<file path="config.mk">
export PLATFORM = sky130hd
export DESIGN_NAME = urs_top
export DESIGN_NICKNAME = d
export VERILOG_FILES = /design/src/core/urs_pkg.sv /design/src/core/urs_fifo.sv /design/src/core/urs_top.sv
export SDC_FILE = /design/constraint.sdc
export NUM_CORES = 1
export LEC_CHECK = 0
export BUFFER_PORTS_ARGS = -buffer_cell sky130_fd_sc_hd__buf_2
export CAP_MARGIN = 30
export CELL_PAD_IN_SITES_DETAIL_PLACEMENT = 0
export CELL_PAD_IN_SITES_GLOBAL_PLACEMENT = 1
export CORE_MARGIN = 3
export CORE_UTILIZATION = 44
export DETAILED_ROUTE_END_ITERATION = 8
export HOLD_SLACK_MARGIN = 0.12
export PLACE_DENSITY = 0.82
export RECOVER_POWER = 50
export SKIP_CTS_REPAIR_TIMING = 1
export SLEW_MARGIN = 15
export SYNTH_ARGS = -nofsm -noshare
export SYNTH_HDL_FRONTEND = slang
export SYNTH_SLANG_ARGS = --single-unit
</file>
<file path="constraint.sdc">
create_clock -name core_clk -period 3.2 [get_ports core_clk]
set_input_delay 0.48 -clock core_clk [delete_from_list [all_inputs] [get_ports core_clk]]
set_output_delay 0.48 -clock core_clk [all_outputs]
set_load 0.05 [all_outputs]
</file>
<file path="src/core/urs_pkg.sv">
// shared constants for the register map, sleep control and loopback block
package urs_pkg;
	localparam logic [2:0] ADR_DATA   = 3'h0;
	localparam logic [2:0] ADR_IEN    = 3'h1;
	localparam logic [2:0] ADR_ISTQ   = 3'h2;
	localparam logic [2:0] ADR_LCTL   = 3'h3;
	localparam logic [2:0] ADR_MCTL   = 3'h4;
	localparam logic [2:0] ADR_LSTS   = 3'h5;
	localparam logic [2:0] ADR_MSTS   = 3'h6;
	localparam logic [2:0] ADR_SCR    = 3'h7;
	localparam logic [7:0] ENH_KEY    = 8'hbf;
	localparam logic [7:0] ZERO_BYTE  = 8'h00;
	localparam int         LCTL_DLAB  = 7;
	localparam int         MCTL_LOOP  = 4;
	localparam int         MCTL_RTS   = 1;
	localparam int         IEN_SLEEP  = 4;
	localparam int         EFR_ENH    = 4;
	localparam logic [7:0] IEN_BASE_M = 8'h0f;
	localparam logic [7:0] IEN_ENH_M  = 8'h3f;
	localparam logic [7:0] MCTL_BASE_M = 8'h1b;
	localparam logic [7:0] MCTL_ENH_M = 8'hbf;
	localparam logic [7:0] EFR_M      = 8'h3f;
	localparam logic [7:0] FCR_BASE_M = 8'hcf;
	localparam logic [7:0] ISR_BASE_M = 8'hcf;
	localparam logic [7:0] LSR_DEF    = 8'h60;
	localparam logic [7:0] ISR_NONE   = 8'h01;
	// arbitrary identity values, not tied to any part
	localparam logic [7:0] REV_CODE   = 8'h5a;
	localparam logic [7:0] IDENT_CODE = 8'ha5;
	localparam int         CLK_MHZ    = 40;
	localparam int         PUMP_US    = 45;
	localparam int         PUMP_CYC   = PUMP_US * CLK_MHZ;
	localparam int         FIFO_W     = 8;
	localparam int         FIFO_D     = 8;
	typedef enum logic [2:0] {
		PWR_AWAKE = 3'b001,
		PWR_FULL  = 3'b010,
		PWR_PUMP  = 3'b100
	} urs_pwr_t;
endpackage

</file>
<file path="src/core/urs_fifo.sv">
// small flip-flop fifo with valid/ready on both sides
`timescale 1ns/1ps
module urs_fifo #(
	parameter int W = 8,
	parameter int D = 8
) (
	input  wire logic         core_clk,
	input  wire logic         rst_n,
	input  wire logic         flush,
	input  wire logic [W-1:0] in_data,
	input  wire logic         in_valid,
	output logic              in_ready,
	output logic [W-1:0]      out_data,
	output logic              out_valid,
	input  wire logic         out_ready
);
	localparam int AW = $clog2(D);
	logic [W-1:0] mem_r [D];
	logic [AW-1:0] wp_r;
	logic [AW-1:0] rp_r;
	logic [AW:0]   cnt_r;
	wire push = in_valid && in_ready;
	wire pop  = out_valid && out_ready;
	assign in_ready  = cnt_r < (AW+1)'(D);
	assign out_valid = cnt_r != '0;
	assign out_data  = mem_r[rp_r];
	always_ff @(posedge core_clk) begin
		if (!rst_n || flush) begin
			wp_r  <= '0;
			rp_r  <= '0;
			cnt_r <= '0;
		end else begin
			if (push) begin
				mem_r[wp_r] <= in_data;
				wp_r        <= wp_r + 1'b1;
			end
			if (pop)
				rp_r <= rp_r + 1'b1;
			cnt_r <= cnt_r + (AW+1)'(push) - (AW+1)'(pop);
		end
	end
endmodule

</file>
<file path="src/core/urs_top.sv">
// register decode, full sleep control and loopback routing
// Function
// - full sleep needs uart asleep, pump pin high
// - receivers and registers stay live asleep
// - wake on pump pin low or oscillator
// - transmit held off 45 us after wake
// - modem control bit 4 selects loopback
// - loopback keeps other functions normal, but blocks the uart sleep request
// - transmit shifter output feeds receive input
// - loopback holds tx, rts high; ignores rxd and cts pins
// - decode only with chip select low
// - location 0 is data when divisor off
// - divisor bytes at 0 and 1
// - zero divisor reads revision and identity
// - location 1 is interrupt enable
// - location 2 reads status, writes queue control
// - queue control field layout
// - location 3 always line control
// - location 4 modem control fields
// - location 5 read-only line status
// - location 6 modem status deltas, levels
// - location 7 scratch byte
// - key value exposes enhanced registers
// - enhanced bits gated by enhanced enable
// - uart sleep conditions
`timescale 1ns/1ps
module urs_top (
	input  wire logic       core_clk,
	input  wire logic       rst_n,
	input  wire logic       cs_n,
	input  wire logic       rd_stb,
	input  wire logic       wr_stb,
	input  wire logic [2:0] addr,
	input  wire logic [7:0] wr_data,
	output logic      [7:0] rd_data,
	input  wire logic [7:0] line_status_in,
	input  wire logic [3:0] modem_lines_in,
	input  wire logic [5:0] irq_source_in,
	input  wire logic       irq_pending_in,
	input  wire logic       pump_autosleep_pin,
	input  wire logic       osc_running_in,
	input  wire logic       rxd_pin,
	input  wire logic       cts_n_pin,
	input  wire logic       shifter_txd,
	input  wire logic       rx_pop_ready,
	output logic      [7:0] rx_pop_data,
	output logic            rx_pop_valid,
	input  wire logic [7:0] rx_push_data,
	input  wire logic       rx_push_valid,
	output logic            rx_push_ready,
	output logic      [7:0] tx_load_data,
	output logic            tx_load_stb,
	output logic            txd_pin,
	output logic            rts_n_pin,
	output logic            rx_serial_in,
	output logic            cts_internal_n,
	output logic            uart_sleep_req,
	output logic            full_sleep,
	output logic            tx_line_ready,
	output logic      [7:0] line_control_q,
	output logic      [7:0] modem_control_q,
	output logic      [7:0] interrupt_enable_q,
	output logic      [7:0] queue_control_q,
	output logic      [7:0] enhanced_features_q,
	output logic     [15:0] baud_divisor_q,
	output logic     [31:0] flow_chars_q
);
	logic [7:0] lctl_r, mctl_r, ien_r, fcr_r, efr_r, dll_r, dlm_r, scr_r;
	logic [7:0] resume_char_first_r, resume_char_second_r, pause_char_first_r, pause_char_second_r, rd_r;
	logic [7:0] mline_r, rdq_nxt;
	logic [1:0] acp_s_r, osc_s_r, rxd_s_r, cts_s_r;
	logic [3:0] ml_s0_r, ml_s1_r, ml_prev_r, mdelta_r;
	logic       txd_r, rts_r, rxi_r, ctsi_r, usleep_r, tx_stb_r;
	logic       rd_d_r, msr_d_r;
	logic [2:0] ml_arm_r;
	logic [11:0] pump_cnt_r;
	urs_pkg::urs_pwr_t pwr_r, pwr_nxt;
	logic [7:0] rxf_data;
	logic       rxf_valid;

	// chip select qualifies both strobes
	// select qualification
	wire acc_rd = !cs_n && rd_stb;
	wire acc_wr = !cs_n && wr_stb;
	wire dlab   = lctl_r[urs_pkg::LCTL_DLAB];
	wire enh_k  = lctl_r == urs_pkg::ENH_KEY;
	wire enh_on = efr_r[urs_pkg::EFR_ENH];
	wire div_z  = dll_r == urs_pkg::ZERO_BYTE && dlm_r == urs_pkg::ZERO_BYTE;
	wire loop   = mctl_r[urs_pkg::MCTL_LOOP];
	wire [7:0] ien_m  = enh_on ? urs_pkg::IEN_ENH_M : urs_pkg::IEN_BASE_M;
	wire [7:0] mctl_m = enh_on ? urs_pkg::MCTL_ENH_M : urs_pkg::MCTL_BASE_M;
	wire [7:0] fcr_m  = enh_on ? urs_pkg::EFR_M | urs_pkg::FCR_BASE_M : urs_pkg::FCR_BASE_M;
	wire [7:0] isr_m  = enh_on ? urs_pkg::EFR_M | urs_pkg::ISR_BASE_M : urs_pkg::ISR_BASE_M;
	wire [7:0] isr_v  = {{2{fcr_r[0]}}, 6'(irq_source_in)} & isr_m;

	// write decodes
	// data on location zero
	wire w_thr  = acc_wr && addr == urs_pkg::ADR_DATA && !dlab;
	wire w_dll  = acc_wr && addr == urs_pkg::ADR_DATA && dlab;
	wire w_dlm  = acc_wr && addr == urs_pkg::ADR_IEN && dlab;
	wire w_ien  = acc_wr && addr == urs_pkg::ADR_IEN && !dlab;
	wire w_fcr  = acc_wr && addr == urs_pkg::ADR_ISTQ && !enh_k;
	wire w_efr  = acc_wr && addr == urs_pkg::ADR_ISTQ && enh_k;
	wire w_x1   = acc_wr && addr == urs_pkg::ADR_MCTL && enh_k;
	wire w_x2   = acc_wr && addr == urs_pkg::ADR_LSTS && enh_k;
	wire w_f1   = acc_wr && addr == urs_pkg::ADR_MSTS && enh_k;
	wire w_f2   = acc_wr && addr == urs_pkg::ADR_SCR && enh_k;
	wire w_lctl = acc_wr && addr == urs_pkg::ADR_LCTL;
	wire w_mctl = acc_wr && addr == urs_pkg::ADR_MCTL && !enh_k;
	wire w_scr  = acc_wr && addr == urs_pkg::ADR_SCR && !enh_k;
	wire r_rhr  = acc_rd && addr == urs_pkg::ADR_DATA && !dlab;
	wire r_msr  = acc_rd && addr == urs_pkg::ADR_MSTS;

	// read mux; rd_data reloads on every read access cycle, pops and clears act on its rising edge only
	always_comb begin
		rdq_nxt = urs_pkg::ZERO_BYTE;
		if (addr == urs_pkg::ADR_DATA) begin
			if (dlab)
				rdq_nxt = div_z ? urs_pkg::REV_CODE : dll_r;
			else
				rdq_nxt = rxf_valid ? rxf_data : urs_pkg::ZERO_BYTE;
		end else if (addr == urs_pkg::ADR_IEN) begin
			if (dlab)
				rdq_nxt = div_z ? urs_pkg::IDENT_CODE : dlm_r;
			else
				rdq_nxt = ien_r & ien_m;
		end else if (addr == urs_pkg::ADR_ISTQ) begin
			rdq_nxt = enh_k ? efr_r : isr_v;
		end else if (addr == urs_pkg::ADR_LCTL) begin
			rdq_nxt = lctl_r;
		end else if (addr == urs_pkg::ADR_MCTL) begin
			rdq_nxt = enh_k ? urs_pkg::ZERO_BYTE : mctl_r & mctl_m;
		end else if (addr == urs_pkg::ADR_LSTS) begin
			rdq_nxt = line_status_in;
		end else if (addr == urs_pkg::ADR_MSTS) begin
			rdq_nxt = {ml_prev_r, mdelta_r};
		end else begin
			rdq_nxt = enh_k ? urs_pkg::ZERO_BYTE : scr_r;
		end
	end

	// receive data buffered between shifter and host
	urs_fifo #(
		.W(urs_pkg::FIFO_W),
		.D(urs_pkg::FIFO_D)
	) u_rxq (
		.core_clk  (core_clk),
		.rst_n     (rst_n),
		.flush     (w_fcr && wr_data[1]),
		.in_data   (rx_push_data),
		.in_valid  (rx_push_valid),
		.in_ready  (rx_push_ready),
		.out_data  (rxf_data),
		.out_valid (rxf_valid),
		.out_ready (rx_pop_ready || (r_rhr && !rd_d_r))
	);

	always_ff @(posedge core_clk) begin
		if (!rst_n) begin
			lctl_r <= urs_pkg::ZERO_BYTE;
			mctl_r <= urs_pkg::ZERO_BYTE;
			ien_r  <= urs_pkg::ZERO_BYTE;
			fcr_r  <= urs_pkg::ZERO_BYTE;
			efr_r  <= urs_pkg::ZERO_BYTE;
			dll_r  <= urs_pkg::ZERO_BYTE;
			dlm_r  <= urs_pkg::ZERO_BYTE;
			scr_r  <= urs_pkg::ZERO_BYTE;
			resume_char_first_r <= urs_pkg::ZERO_BYTE;
			resume_char_second_r <= urs_pkg::ZERO_BYTE;
			pause_char_first_r <= urs_pkg::ZERO_BYTE;
			pause_char_second_r <= urs_pkg::ZERO_BYTE;
		end else begin
			if (w_lctl) lctl_r <= wr_data;
			if (w_mctl) mctl_r <= wr_data & mctl_m;
			if (w_ien)  ien_r <= wr_data & ien_m;
			if (w_fcr)  fcr_r <= wr_data & fcr_m & 8'hf9;
			if (w_efr)  efr_r <= wr_data & urs_pkg::EFR_M;
			if (w_dll)  dll_r <= wr_data;
			if (w_dlm)  dlm_r <= wr_data;
			if (w_scr)  scr_r <= wr_data;
			if (w_x1)   resume_char_first_r <= wr_data;
			if (w_x2)   resume_char_second_r <= wr_data;
			if (w_f1)   pause_char_first_r <= wr_data;
			if (w_f2)   pause_char_second_r <= wr_data;
		end
	end

	// read data and pulse outputs
	always_ff @(posedge core_clk) begin
		if (!rst_n) begin
			rd_r     <= urs_pkg::ZERO_BYTE;
			rd_d_r   <= 1'b0;
			tx_stb_r <= 1'b0;
			mline_r  <= urs_pkg::ZERO_BYTE;
		end else begin
			rd_d_r   <= r_rhr;
			tx_stb_r <= w_thr;
			if (acc_rd) rd_r <= rdq_nxt;
			if (w_thr)  mline_r <= wr_data;
		end
	end

	// pin synchronisers, two stages before use
	always_ff @(posedge core_clk) begin
		if (!rst_n) begin
			acp_s_r <= 2'h0;
			osc_s_r <= 2'h0;
			rxd_s_r <= 2'h0;
			cts_s_r <= 2'h3;
			ml_s0_r <= 4'h0;
			ml_s1_r <= 4'h0;
		end else begin
			acp_s_r <= {acp_s_r[0], pump_autosleep_pin};
			osc_s_r <= {osc_s_r[0], osc_running_in};
			rxd_s_r <= {rxd_s_r[0], rxd_pin};
			cts_s_r <= {cts_s_r[0], cts_n_pin};
			ml_s0_r <= modem_lines_in;
			ml_s1_r <= ml_s0_r;
		end
	end

	// modem deltas: a change on the read cycle survives the clear
	// held off until the sync stages carry real levels, else reset fakes a change
	wire [3:0] mchg = (ml_s1_r ^ ml_prev_r) & {4{ml_arm_r[2]}};
	always_ff @(posedge core_clk) begin
		if (!rst_n) begin
			ml_prev_r <= 4'h0;
			mdelta_r  <= 4'h0;
			ml_arm_r  <= 3'h0;
			msr_d_r   <= 1'b0;
		end else begin
			ml_prev_r <= ml_s1_r;
			ml_arm_r  <= {ml_arm_r[1:0], 1'b1};
			// a held status read clears only once
			msr_d_r   <= r_msr;
			mdelta_r  <= (r_msr && !msr_d_r ? 4'h0 : mdelta_r) | mchg;
		end
	end

	wire us_nxt = !irq_pending_in && !div_z && ien_r[urs_pkg::IEN_SLEEP] && enh_on
		&& !rxd_s_r[1] && !loop;

	// power state; registers stay reachable in every state
	// bus untouched by sleep
	always_comb begin
		pwr_nxt = pwr_r;
		case (pwr_r)
			urs_pkg::PWR_AWAKE: begin
				if (usleep_r && !osc_s_r[1] && acp_s_r[1])
					pwr_nxt = urs_pkg::PWR_FULL;
			end
			urs_pkg::PWR_FULL: begin
				if (!acp_s_r[1] || osc_s_r[1])
					pwr_nxt = urs_pkg::PWR_PUMP;
			end
			urs_pkg::PWR_PUMP: begin
				if (pump_cnt_r == 12'(urs_pkg::PUMP_CYC - 1))
					pwr_nxt = urs_pkg::PWR_AWAKE;
			end
			default: pwr_nxt = urs_pkg::PWR_AWAKE;
		endcase
	end

	always_ff @(posedge core_clk) begin
		if (!rst_n) begin
			pwr_r      <= urs_pkg::PWR_AWAKE;
			pump_cnt_r <= 12'h000;
			usleep_r   <= 1'b0;
		end else begin
			pwr_r    <= pwr_nxt;
			usleep_r <= us_nxt;
			if (pwr_r == urs_pkg::PWR_PUMP)
				pump_cnt_r <= pump_cnt_r + 12'h001;
			else
				pump_cnt_r <= 12'h000;
		end
	end

	// line routing; flow control logic outside is untouched by loopback
	// only pins rerouted
	always_ff @(posedge core_clk) begin
		if (!rst_n) begin
			txd_r  <= 1'b1;
			rts_r  <= 1'b1;
			rxi_r  <= 1'b1;
			ctsi_r <= 1'b1;
		end else begin
			if (loop) begin
				txd_r  <= 1'b1;
				rts_r  <= 1'b1;
				rxi_r  <= shifter_txd;
				ctsi_r <= !mctl_r[urs_pkg::MCTL_RTS];
			end else begin
				txd_r  <= pwr_r == urs_pkg::PWR_AWAKE ? shifter_txd : 1'b1;
				rts_r  <= !mctl_r[urs_pkg::MCTL_RTS];
				rxi_r  <= rxd_s_r[1];
				ctsi_r <= cts_s_r[1];
			end
		end
	end

	assign rd_data             = rd_r;
	assign rx_pop_data         = rxf_data;
	assign rx_pop_valid        = rxf_valid;
	assign tx_load_data        = mline_r;
	assign tx_load_stb         = tx_stb_r;
	assign txd_pin             = txd_r;
	assign rts_n_pin           = rts_r;
	assign rx_serial_in        = rxi_r;
	assign cts_internal_n      = ctsi_r;
	assign uart_sleep_req      = usleep_r;
	assign full_sleep          = pwr_r == urs_pkg::PWR_FULL;
	assign tx_line_ready       = pwr_r == urs_pkg::PWR_AWAKE;
	assign line_control_q      = lctl_r;
	assign modem_control_q     = mctl_r;
	assign interrupt_enable_q  = ien_r;
	assign queue_control_q     = fcr_r;
	assign enhanced_features_q = efr_r;
	assign baud_divisor_q      = {dlm_r, dll_r};
	assign flow_chars_q        = {pause_char_second_r, pause_char_first_r, resume_char_second_r, resume_char_first_r};
endmodule

</file>
; ---- Yosys cells after proc, flatten, opt, wreduce, memory -nomap -nowiden
; Memory sizes are Yosys's and may differ from the RTL's. A register that Yosys moved wholly into a read port is not among the register bits.
; Index checks and enable logic that the tools add are counted.
[op_classes]
reduce_logical = 62
n_bitwise = 11
n_addsub = 5
order_cmp = 1
muxes = 31
eq_ne = 15
[op_table]
columns = op, count
row1 = 8-bit two-way mux, 16
row2 = 1-bit logical AND, 38
row3 = 8-bit bitwise AND, 4
row4 = 8-bit by 6-bit bitwise AND with 8-bit output, 2
row5 = 8-bit zero test, 2
row6 = 3-bit equality test (second input constant), 5
row7 = 3-bit two-way mux, 5
row8 = 1-bit zero test, 13
row9 = 12-bit by 1-bit adder with 12-bit output (second input constant), 1
row10 = 12-bit by 11-bit equality test with 1-bit output (second input constant), 1
row11 = 6-bit two-way mux, 2
row12 = 3-bit by 2-bit equality test with 1-bit output (second input constant), 3
row13 = 3-bit one-hot mux with 3 select lines, 1
row14 = 8-bit equality test (second input constant), 1
row15 = 3-bit by 1-bit adder with 3-bit output (second input constant), 2
row16 = 3-bit by 1-bit equality test with 1-bit output (second input constant), 2
row17 = 1-bit two-way mux, 6
row18 = 4-bit by 1-bit adder with 4-bit output, 1
row19 = 4-bit bitwise AND, 1
row20 = 4-bit < comparator (second input constant), 1
row21 = 4-bit two-way mux, 1
row22 = 2-bit by 1-bit != test with 1-bit output (second input constant), 2
row23 = 4-bit OR, 1
row24 = 4-bit nonzero test, 1
row25 = other kinds (10), 13
[word_totals]
inputBits = 50
output_inout_bits = 122
ramBits = 64
regBits = 168
n_memories = 1
[mem_list]
columns = memory, depth, width, rd, rd_clocked_by_memory_dff, write_ports, line
row1 = u_rxq.mem_r, 8, 8, 1, 1, 1, urs_fifo.sv:18  ; logic [W-1:0] mem_r [D];

; ---- Logic depth before layout (Yosys ltp)
; Gate-level depths: netlist of run 1.
[logic_depth]
ltp_word = 9
depth_mapped = 11

; ---- Modules after synthesis
; From an unflattened synthesis of run 1, not the netlist that was laid out.
[hier_totals]
cells_unflattened = 926
hier_area_um2 = 10064.7
[modules_own_cells]
columns = mod, n_inst, cells_each, seq_area_each_um2, area_each_um2
row1 = urs_top, 1, 756, 3103.0, 6939.2
row2 = urs_fifo, 1, 170, 2182.1, 3125.5

; ---- Worst setup path before layout of run 1
; No wires, ideal clock.
[synth_path]
path_kind = reg-to-reg
startpoint = register lctl_r[7] (netlist: line_control_q[7])
endpoint = memory u_rxq.mem_r[0][0] (enable)
slack_ns = 0.307
synth_period_minus_slack_ns = 2.893
path_buffers = 0
path_stages_with_launch = 7
setup_time_ns = 0.383
required_time_ns = 2.817
t_arrival_ns = 2.510
cell_sequence = dfxtp_1 > nand4_2 > or2_1 > nand3_2 > o21ai_1 > or3b_1 > nor3_1
[synth_between]
elab_chain_cells = 7
[synth_lines]
columns = item, line
row1 = start: declaration, urs_top.sv:68  ; logic [7:0] lctl_r, mctl_r, ien_r, fcr_r, efr_r, dll_r, dlm_r, scr_r;
row2 = start signal: assignment, urs_top.sv:160  ; lctl_r <= urs_pkg::ZERO_BYTE;
row3 = start signal: assignment, urs_top.sv:173  ; if (w_lctl) lctl_r <= wr_data;
row4 = 8-bit equality test, urs_top.sv:86  ; wire enh_k = lctl_r == urs_pkg::ENH_KEY;
row5 = 1-bit zero test, urs_top.sv:102  ; wire w_fcr = acc_wr && addr == urs_pkg::ADR_ISTQ && !enh_k;
row6 = 1-bit logical AND, urs_top.sv:102
row7 = 1-bit logical AND, urs_top.sv:149  ; .flush (w_fcr && wr_data[1]),
row8 = 1-bit logical OR, urs_fifo.sv:28  ; if (!rst_n || flush) begin
row9 = 1-bit two-way mux, urs_fifo.sv:28
row10 = 1-bit two-way mux (implied by the code), urs_fifo.sv:34  ; mem_r[wp_r] <= in_data;
row11 = end: declaration, urs_fifo.sv:18
; Every way passes these cells.

; ---- Worst setup path after layout of run 1
[layout_path]
startpoint = register lctl_r[1] (netlist: line_control_q[1])
endpoint = memory u_rxq.mem_r[0][2] (enable)
; The elaborated chain is that of the path after synthesis.

==> results of run 1 <==
-- through the flow --
step / power [W] / hold WS, ns / area (um2) / std cells
after floorplan: 0.00407 / 0.386 / 9840 / 913
after global placement: 0.00435 / 0.401 / 10900 / 1318
after detailed placement: 0.00436 / 0.397 / 10900 / 1319
after CTS: 0.00723 / 0.118 / 11700 / 1363
after global routing: 0.00745 / 0.138 / 11600 / 1364
final: 0.00717 / 0.141 / 11600 / 1364
-- worst max-delay path: stages (launching register included) --
cell,delay (ns)
dfxtp_1,0.45
nand4_1,0.21
or2_0,0.27
nand3_1,0.13
clkbuf_1,0.45
o21ai_1,0.15
or3b_1,0.46
nor3_1,0.16
buf_4,0.21
-- final cells by class --
| class | instances | share of cell area [%] |
|---|---|---|
| tap | 280 | 3.03 |
| inverter | 15 | 0.487 |
| clock buffer | 37 | 6.28 |
| clock inverter | 7 | 0.768 |
| timing repair buffer | 187 | 7.59 |
| multi-input combinational | 606 | 36.2 |
| sequential | 232 | 45.7 |
-- power by group --
group | switching [W] | internal, W | leakage, nW
logic | 0.000716 | 0.000390 | 1.83
registers | 0.0000682 | 0.00311 | 1.94
clock network | 0.00115 | 0.00173 | 0.406
-- flip-flops by register name, indices dropped and copies added, names as in the netlist, 6 cells and up, named ones only --
register,cells
scr_r,8
resume_char_second_r,8
tx_load_data,8
pause_char_first_r,8
dll_r,8
dlm_r,8
line_control_q,8
resume_char_first_r,8
interrupt_enable_q,6
pump_cnt_r,12
pause_char_second_r,8
modem_control_q,7
enhanced_features_q,6
rd_data,8
queue_control_q,6
u_rxq.mem_r,64
-- layer usage --
| metal | GRT usage, % | part of all wire, % |
|---|---|---|
| met5 | 0 | 0 |
| met4 | 6.29 | 2.5 |
| met3 | 4.28 | 6.7 |
| met2 | 33.4 | 46 |
| met1 | 30.4 | 45 |
-- synthesized netlist by cell type (3+ instances only) --
| cell | count | area share [%] |
|---|---|---|
| dfxtp_1 | 168 | 34 |
| nand2_1 | 105 | 4.0 |
| nor2b_1 | 87 | 5.5 |
| mux2i_1 | 76 | 7.7 |
| edfxtp_1 | 64 | 20 |
| nor2_1 | 47 | 1.8 |
| clkbuf_1 | 38 | 1.5 |
| a21oi_1 | 31 | 1.6 |
| and2_1 | 27 | 1.7 |
| o21ai_0 | 26 | 1.3 |
| a21boi_0 | 20 | 1.5 |
| inv_1 | 15 | 0.57 |
| nand3_1 | 15 | 0.76 |
| buf_2 | 12 | 0.61 |
| xor2_1 | 12 | 1.1 |
| nor4_1 | 10 | 0.64 |
| a31oi_1 | 8 | 0.51 |
| ha_1 | 8 | 1.0 |
| mux2_2 | 8 | 0.92 |
| mux4_1 | 8 | 2.1 |
| mux4_2 | 8 | 1.8 |
| or3_1 | 8 | 0.51 |
| buf_4 | 7 | 0.54 |
| nand2b_1 | 7 | 0.45 |
| nor3_1 | 7 | 0.36 |
| a22oi_1 | 6 | 0.46 |
| a221oi_1 | 5 | 0.45 |
| xnor2_1 | 5 | 0.45 |
| a211oi_1 | 4 | 0.31 |
| a21o_1 | 4 | 0.31 |
| a221o_1 | 4 | 0.41 |
| o211ai_1 | 4 | 0.31 |
| a32oi_1 | 3 | 0.27 |
| and3_1 | 3 | 0.19 |
| buf_6 | 3 | 0.34 |
| nand3b_1 | 3 | 0.23 |
| nand4_1 | 3 | 0.19 |
| nor2_4 | 3 | 0.34 |
| nor3_4 | 3 | 0.50 |
| o31ai_1 | 3 | 0.23 |
-- kinds of logic (layout without fill, tap and decap cells) --
group / count (synthesis) / after routing / synth area share (%)
XOR/XNOR: 17 / 17 / 1.52
adder cells (fa/ha/maj): 9 / 9 / 1.22
multiplexers: 100 / 100 / 12.6
AND/OR/NAND/NOR: 343 / 343 / 18.6
other: 1 / 7 / 0.0382
AO/OA/AOI/OAI: 130 / 130 / 8.68
buffers and inverters: 75 / 246 / 3.52
flip-flops: 232 / 232 / 53.8
-- worst paths after layout --
path | to | slack, ns | start
max | u_rxq.mem_r[0][2] | 0.43 | line_control_q[1]
min | cts_s_r[0] | 0.14 | cts_n_pin
max reg2reg | u_rxq.mem_r[0][2] | 0.43 | line_control_q[1]
min reg2reg | cts_s_r[1] | 0.42 | cts_s_r[0]
==> flow_summary.yaml, run 1 <==
timing:
  tightestPinTransition_ns: 1.59
  setup_viol: 0
  skew_ns: 0.00959
  setup_ws_ns: 0.427
  finalMaxSlewViolations: 9
  rsz0062_at_grt: "false"
  hold_violations: 0
  relSlewSlack_pct: -6.79
  post-route-period-util_pct: 86.7
  finalSetupTns_ns: 0
  min_period_ns: 2.77
  max_freq_mhz: 361
clocking:
  htree_levels: 1
  clk_pin_slew_ns: 0.06
  cts_tree: "yes"
  max-clock-path-buffers: 3
  cts-buffers-inserted: 25
  worstSkewPairLatency_ns: 0.52
  cts-root-buf: "clkbuf_16"
  clock-sinks: 232
placed_design:
  gp_congestion: 0.938
  dp_slack_ns: 0.227
  hpwl_um: 18800
  port_buffers: 164
status:
  violations: "capacitance limit, slew limit"
  status: "finished with violations"
setup_path:
  startpoint_type: "register"
  end_kind: "register"
  path_max_fanout: 9
  required_ns: 3.42
  crit_arrival_ns: 2.99
  crit_type: "reg2reg"
  r2r_cells: 8
die:
  row_count: 54
  initial_core_util_pct: 44.9
  io_pins: 172
  core_area_um2: 21900
  dieArea_um2: 24100
  die_y_um: 155
  die_x_um: 155
power:
  power_density_nw_per_um2: 619
  ir_worst_vdd_v: 0.000417
  cellLeakagePower_nw: 4.17
yosys:
  synth_cell_types: 63
  synth_ff_type: "dfxtp_1"
  ys_warn_count: 0
  syn_inst: 907
  ys_seq_area_share_pct: 53.8
  synth-edff-count: 64
  synth.avg_cell_area_um2: 10.8
  synth_async_sr_flop_share_pct: 0
  ys_ff_latch: 232
  syn_area_um2: 9820
layout:
  layout.filler_cells: 2024
  area_delta_synth_final_pct: 17.8
  multi_input_area_um2: 4180
  nNetsFinal: 1126
  seq_area_um2: 5290
  postLayoutCoreUtil_pct: 52.9
  n_antenna_cell: 0
  final_cell_mix: "168 x dfxtp_1, 105 x nand2_1, 90 x clkbuf_1, 87 x nor2b_1, 82 x buf_2"
  layout_commonest_cell: "dfxtp_1"
  drive_gt1_share_pct: 15.7
global_route:
  grt_max_degree: 74
  overflow: 0
  grt_pass1_vias: 6918
  antenna_found_initial: 0
  grtUsageTotal_pct: 21.4
  grt_pass1_wl_um: 40700
routing:
  drc: 0
  drt_iter0_markers: 582
  viasPerCell: 5.31
  wl_um: 26700
  antenna_left: 0
  drt_first_pass_iters: 6
  wl_per_cell_um: 19.6
  vias: 7247
hold_path:
  whs_path_depth: 2
  min_path_type: "in2reg"
flow_run:
  drv_cap: 1
Power figures use the tool's default switching activity.
==> run 2, diff against run 1 <==
clock period = 3.1 ns   (was 3.2 ns; I/O delays follow)
==> run 2 against run 1 <==
  * The run now ends clean
  * Total power is 5.1% higher
  * Sequential power is 3% higher
  * Critical path depth is 5 lower
  * Die area stayed put
  * Cell count is 0.29% higher
  * Design area is 0.75% higher
  * Sequential share of layout area is 0.34 points lower
  * Count of clock-buffer cells in the layout is 2 higher
  * Combinational power hardly changed
  * Sequential cell count stayed put
  * Critical path type is now reg2out
  * Largest cell class unchanged
  * Largest power group unchanged
  * Highest routed layer unchanged
==> flow_summary.yaml, run 2 (synthesized netlist as in run 1, its figures left out) <==
timing:
  hold_ws_ns: 0.122
  relSlewSlack_pct: 13.1
  skew_ns: 0.00977
  rsz0062_at_grt: "false"
  hold_violations: 0
  finalSetupTns_ns: 0
  finalMaxSlewViolations: 0
  post-route-period-util_pct: 90.3
  setup_viol: 0
  tightestPinTransition_ns: 1.30
  min_period_ns: 2.80
  max_freq_mhz: 357
routing:
  vias: 7376
  antenna_left: 0
  viasPerCell: 5.39
  drc: 0
  wl_um: 27000
  drt_first_pass_iters: 5
  wl_per_cell_um: 19.7
  drt_iter0_markers: 618
global_route:
  met3_usage_pct: 4.03
  grtUsageTotal_pct: 21.8
  grt_pass1_vias: 7105
  grt_max_degree: 74
  top_usage_layer: "met2"
  grt_use_met2_pct: 35.0
  grt_pass1_wl_um: 41700
  overflow: 0
  gr-usage-met1_pct: 30.6
  antenna_found_initial: 0
clocking:
  max-clock-path-buffers: 3
  clock-sinks: 232
  cts_tree: "yes"
  cts-root-buf: "clkbuf_16"
  cts-buffers-inserted: 26
  htree_levels: 1
  clk_pin_slew_ns: 0.06
  worstSkewPairLatency_ns: 0.52
setup_path:
  crit_type: "reg2out"
  required_ns: 2.63
  path_max_fanout: 16
  end_kind: "primary output"
  startpoint_type: "register"
  r2r_setup_slack_ns: 0.67
  crit_arrival_ns: 2.33
power:
  combinationalPowerShare_pct: 15.2
  p_clk_share_pct: 41.2
  swShare_pct: 26.9
  switching_power_w: 0.00203
  p_int_w: 0.00551
  cellLeakagePower_nw: 4.20
  ir_worst_vdd_v: 0.000505
  power_density_nw_per_um2: 646
  seqPwrFrac_pct: 43.6
  power_w: 0.00753
layout:
  layout_commonest_cell: "dfxtp_1"
  nNetsFinal: 1127
  postLayoutCoreUtil_pct: 53.2
  layout.filler_cells: 2041
  fin_area_um2: 11700
  largest-register: "u_rxq.mem_r"
  final_cell_mix: "168 x dfxtp_1, 105 x nand2_1, 94 x clkbuf_1, 87 x nor2b_1, 79 x buf_2"
  drive_gt1_share_pct: 15.9
  largestRegisters: "u_rxq.mem_r (64), pump_cnt_r (12)"
  area_delta_synth_final_pct: 18.7
  n_antenna_cell: 0
  largest_reg_flops: 64
placed_design:
  hpwl_um: 18900
  gp_congestion: 0.966
  port_buffers: 164
  dpl-instance-area_um2: 10900
die:
  row_count: 54
  die_x_um: 155
  initial_core_util_pct: 44.9
  io_pins: 172
  die_y_um: 155
  core_area_um2: 21900
  dieArea_um2: 24100
hold_path:
  min_path_type: "in2reg"
status:
  status: "finished clean"
flow_run:
  drv_cap: 0
-- run 2: changes by cell type in the layout (fill, tap and decap cells not counted), sizes merged --
| cell | previous run | this run |
|---|---|---|
| clkinvlp | 1 | 2 |
| clkinv | 3 | 4 |
| clkbuf | 123 | 128 |
| buf | 100 | 97 |
-- run 2: path summary, 6_finish.rpt --
check                                        from                end  depth (start not counted)
worst max-delay path                     register     rx_pop_data[0]                          3
worst min-delay path                    cts_n_pin         cts_s_r[0]                          2
worst max register to register  line_control_q[3]  u_rxq.mem_r[0][3]                          8
worst min register to register         cts_s_r[0]         cts_s_r[1]                          1
-- run 2: metal layers --
layer	vias to the layer above	share of wire (%)
met1	3571	44
li1	3508	-
met3	53	6.8
met5	-	0
met4	0	2.7
met2	244	46
-- run 2: area by class of cell --
type / instances / area, um2 / area share [%]
flip-flops and latches: 232 / 5290 / 45.3
multi-input cells: 606 / 4210 / 36.1
repair buffers: 187 / 876 / 7.51
clock buffers: 39 / 772 / 6.62
well taps: 280 / 350 / 3.01
clock inverters: 9 / 110 / 0.945
inverters: 15 / 56.3 / 0.483
-- run 2: power by group through the flow --
stage / logic [W] / clock network [W] / registers [W]
after floorplan: 0.000843 / 0 / 0.00335
after global placement: 0.00115 / 0 / 0.00335
after detailed placement: 0.00116 / 0 / 0.00335
after CTS: 0.00116 / 0.00316 / 0.00328
after global routing: 0.00124 / 0.00329 / 0.00329
final: 0.00114 / 0.00311 / 0.00328
-- run 2: critical path, cell delays in order, from the launching register on --
cell and delay [ns]:
dfxtp_1 0.84, mux4_1 0.42, mux2_2 0.33, buf_2 0.22
-- run 2: stage by stage --
step | instances | setup WS (ns)
floorplan | 913 | 0.207
global placement | 1318 | 0.235
detailed placement | 1319 | 0.168
CTS | 1367 | 0.261
global route | 1368 | 0.172
finish | 1368 | 0.301
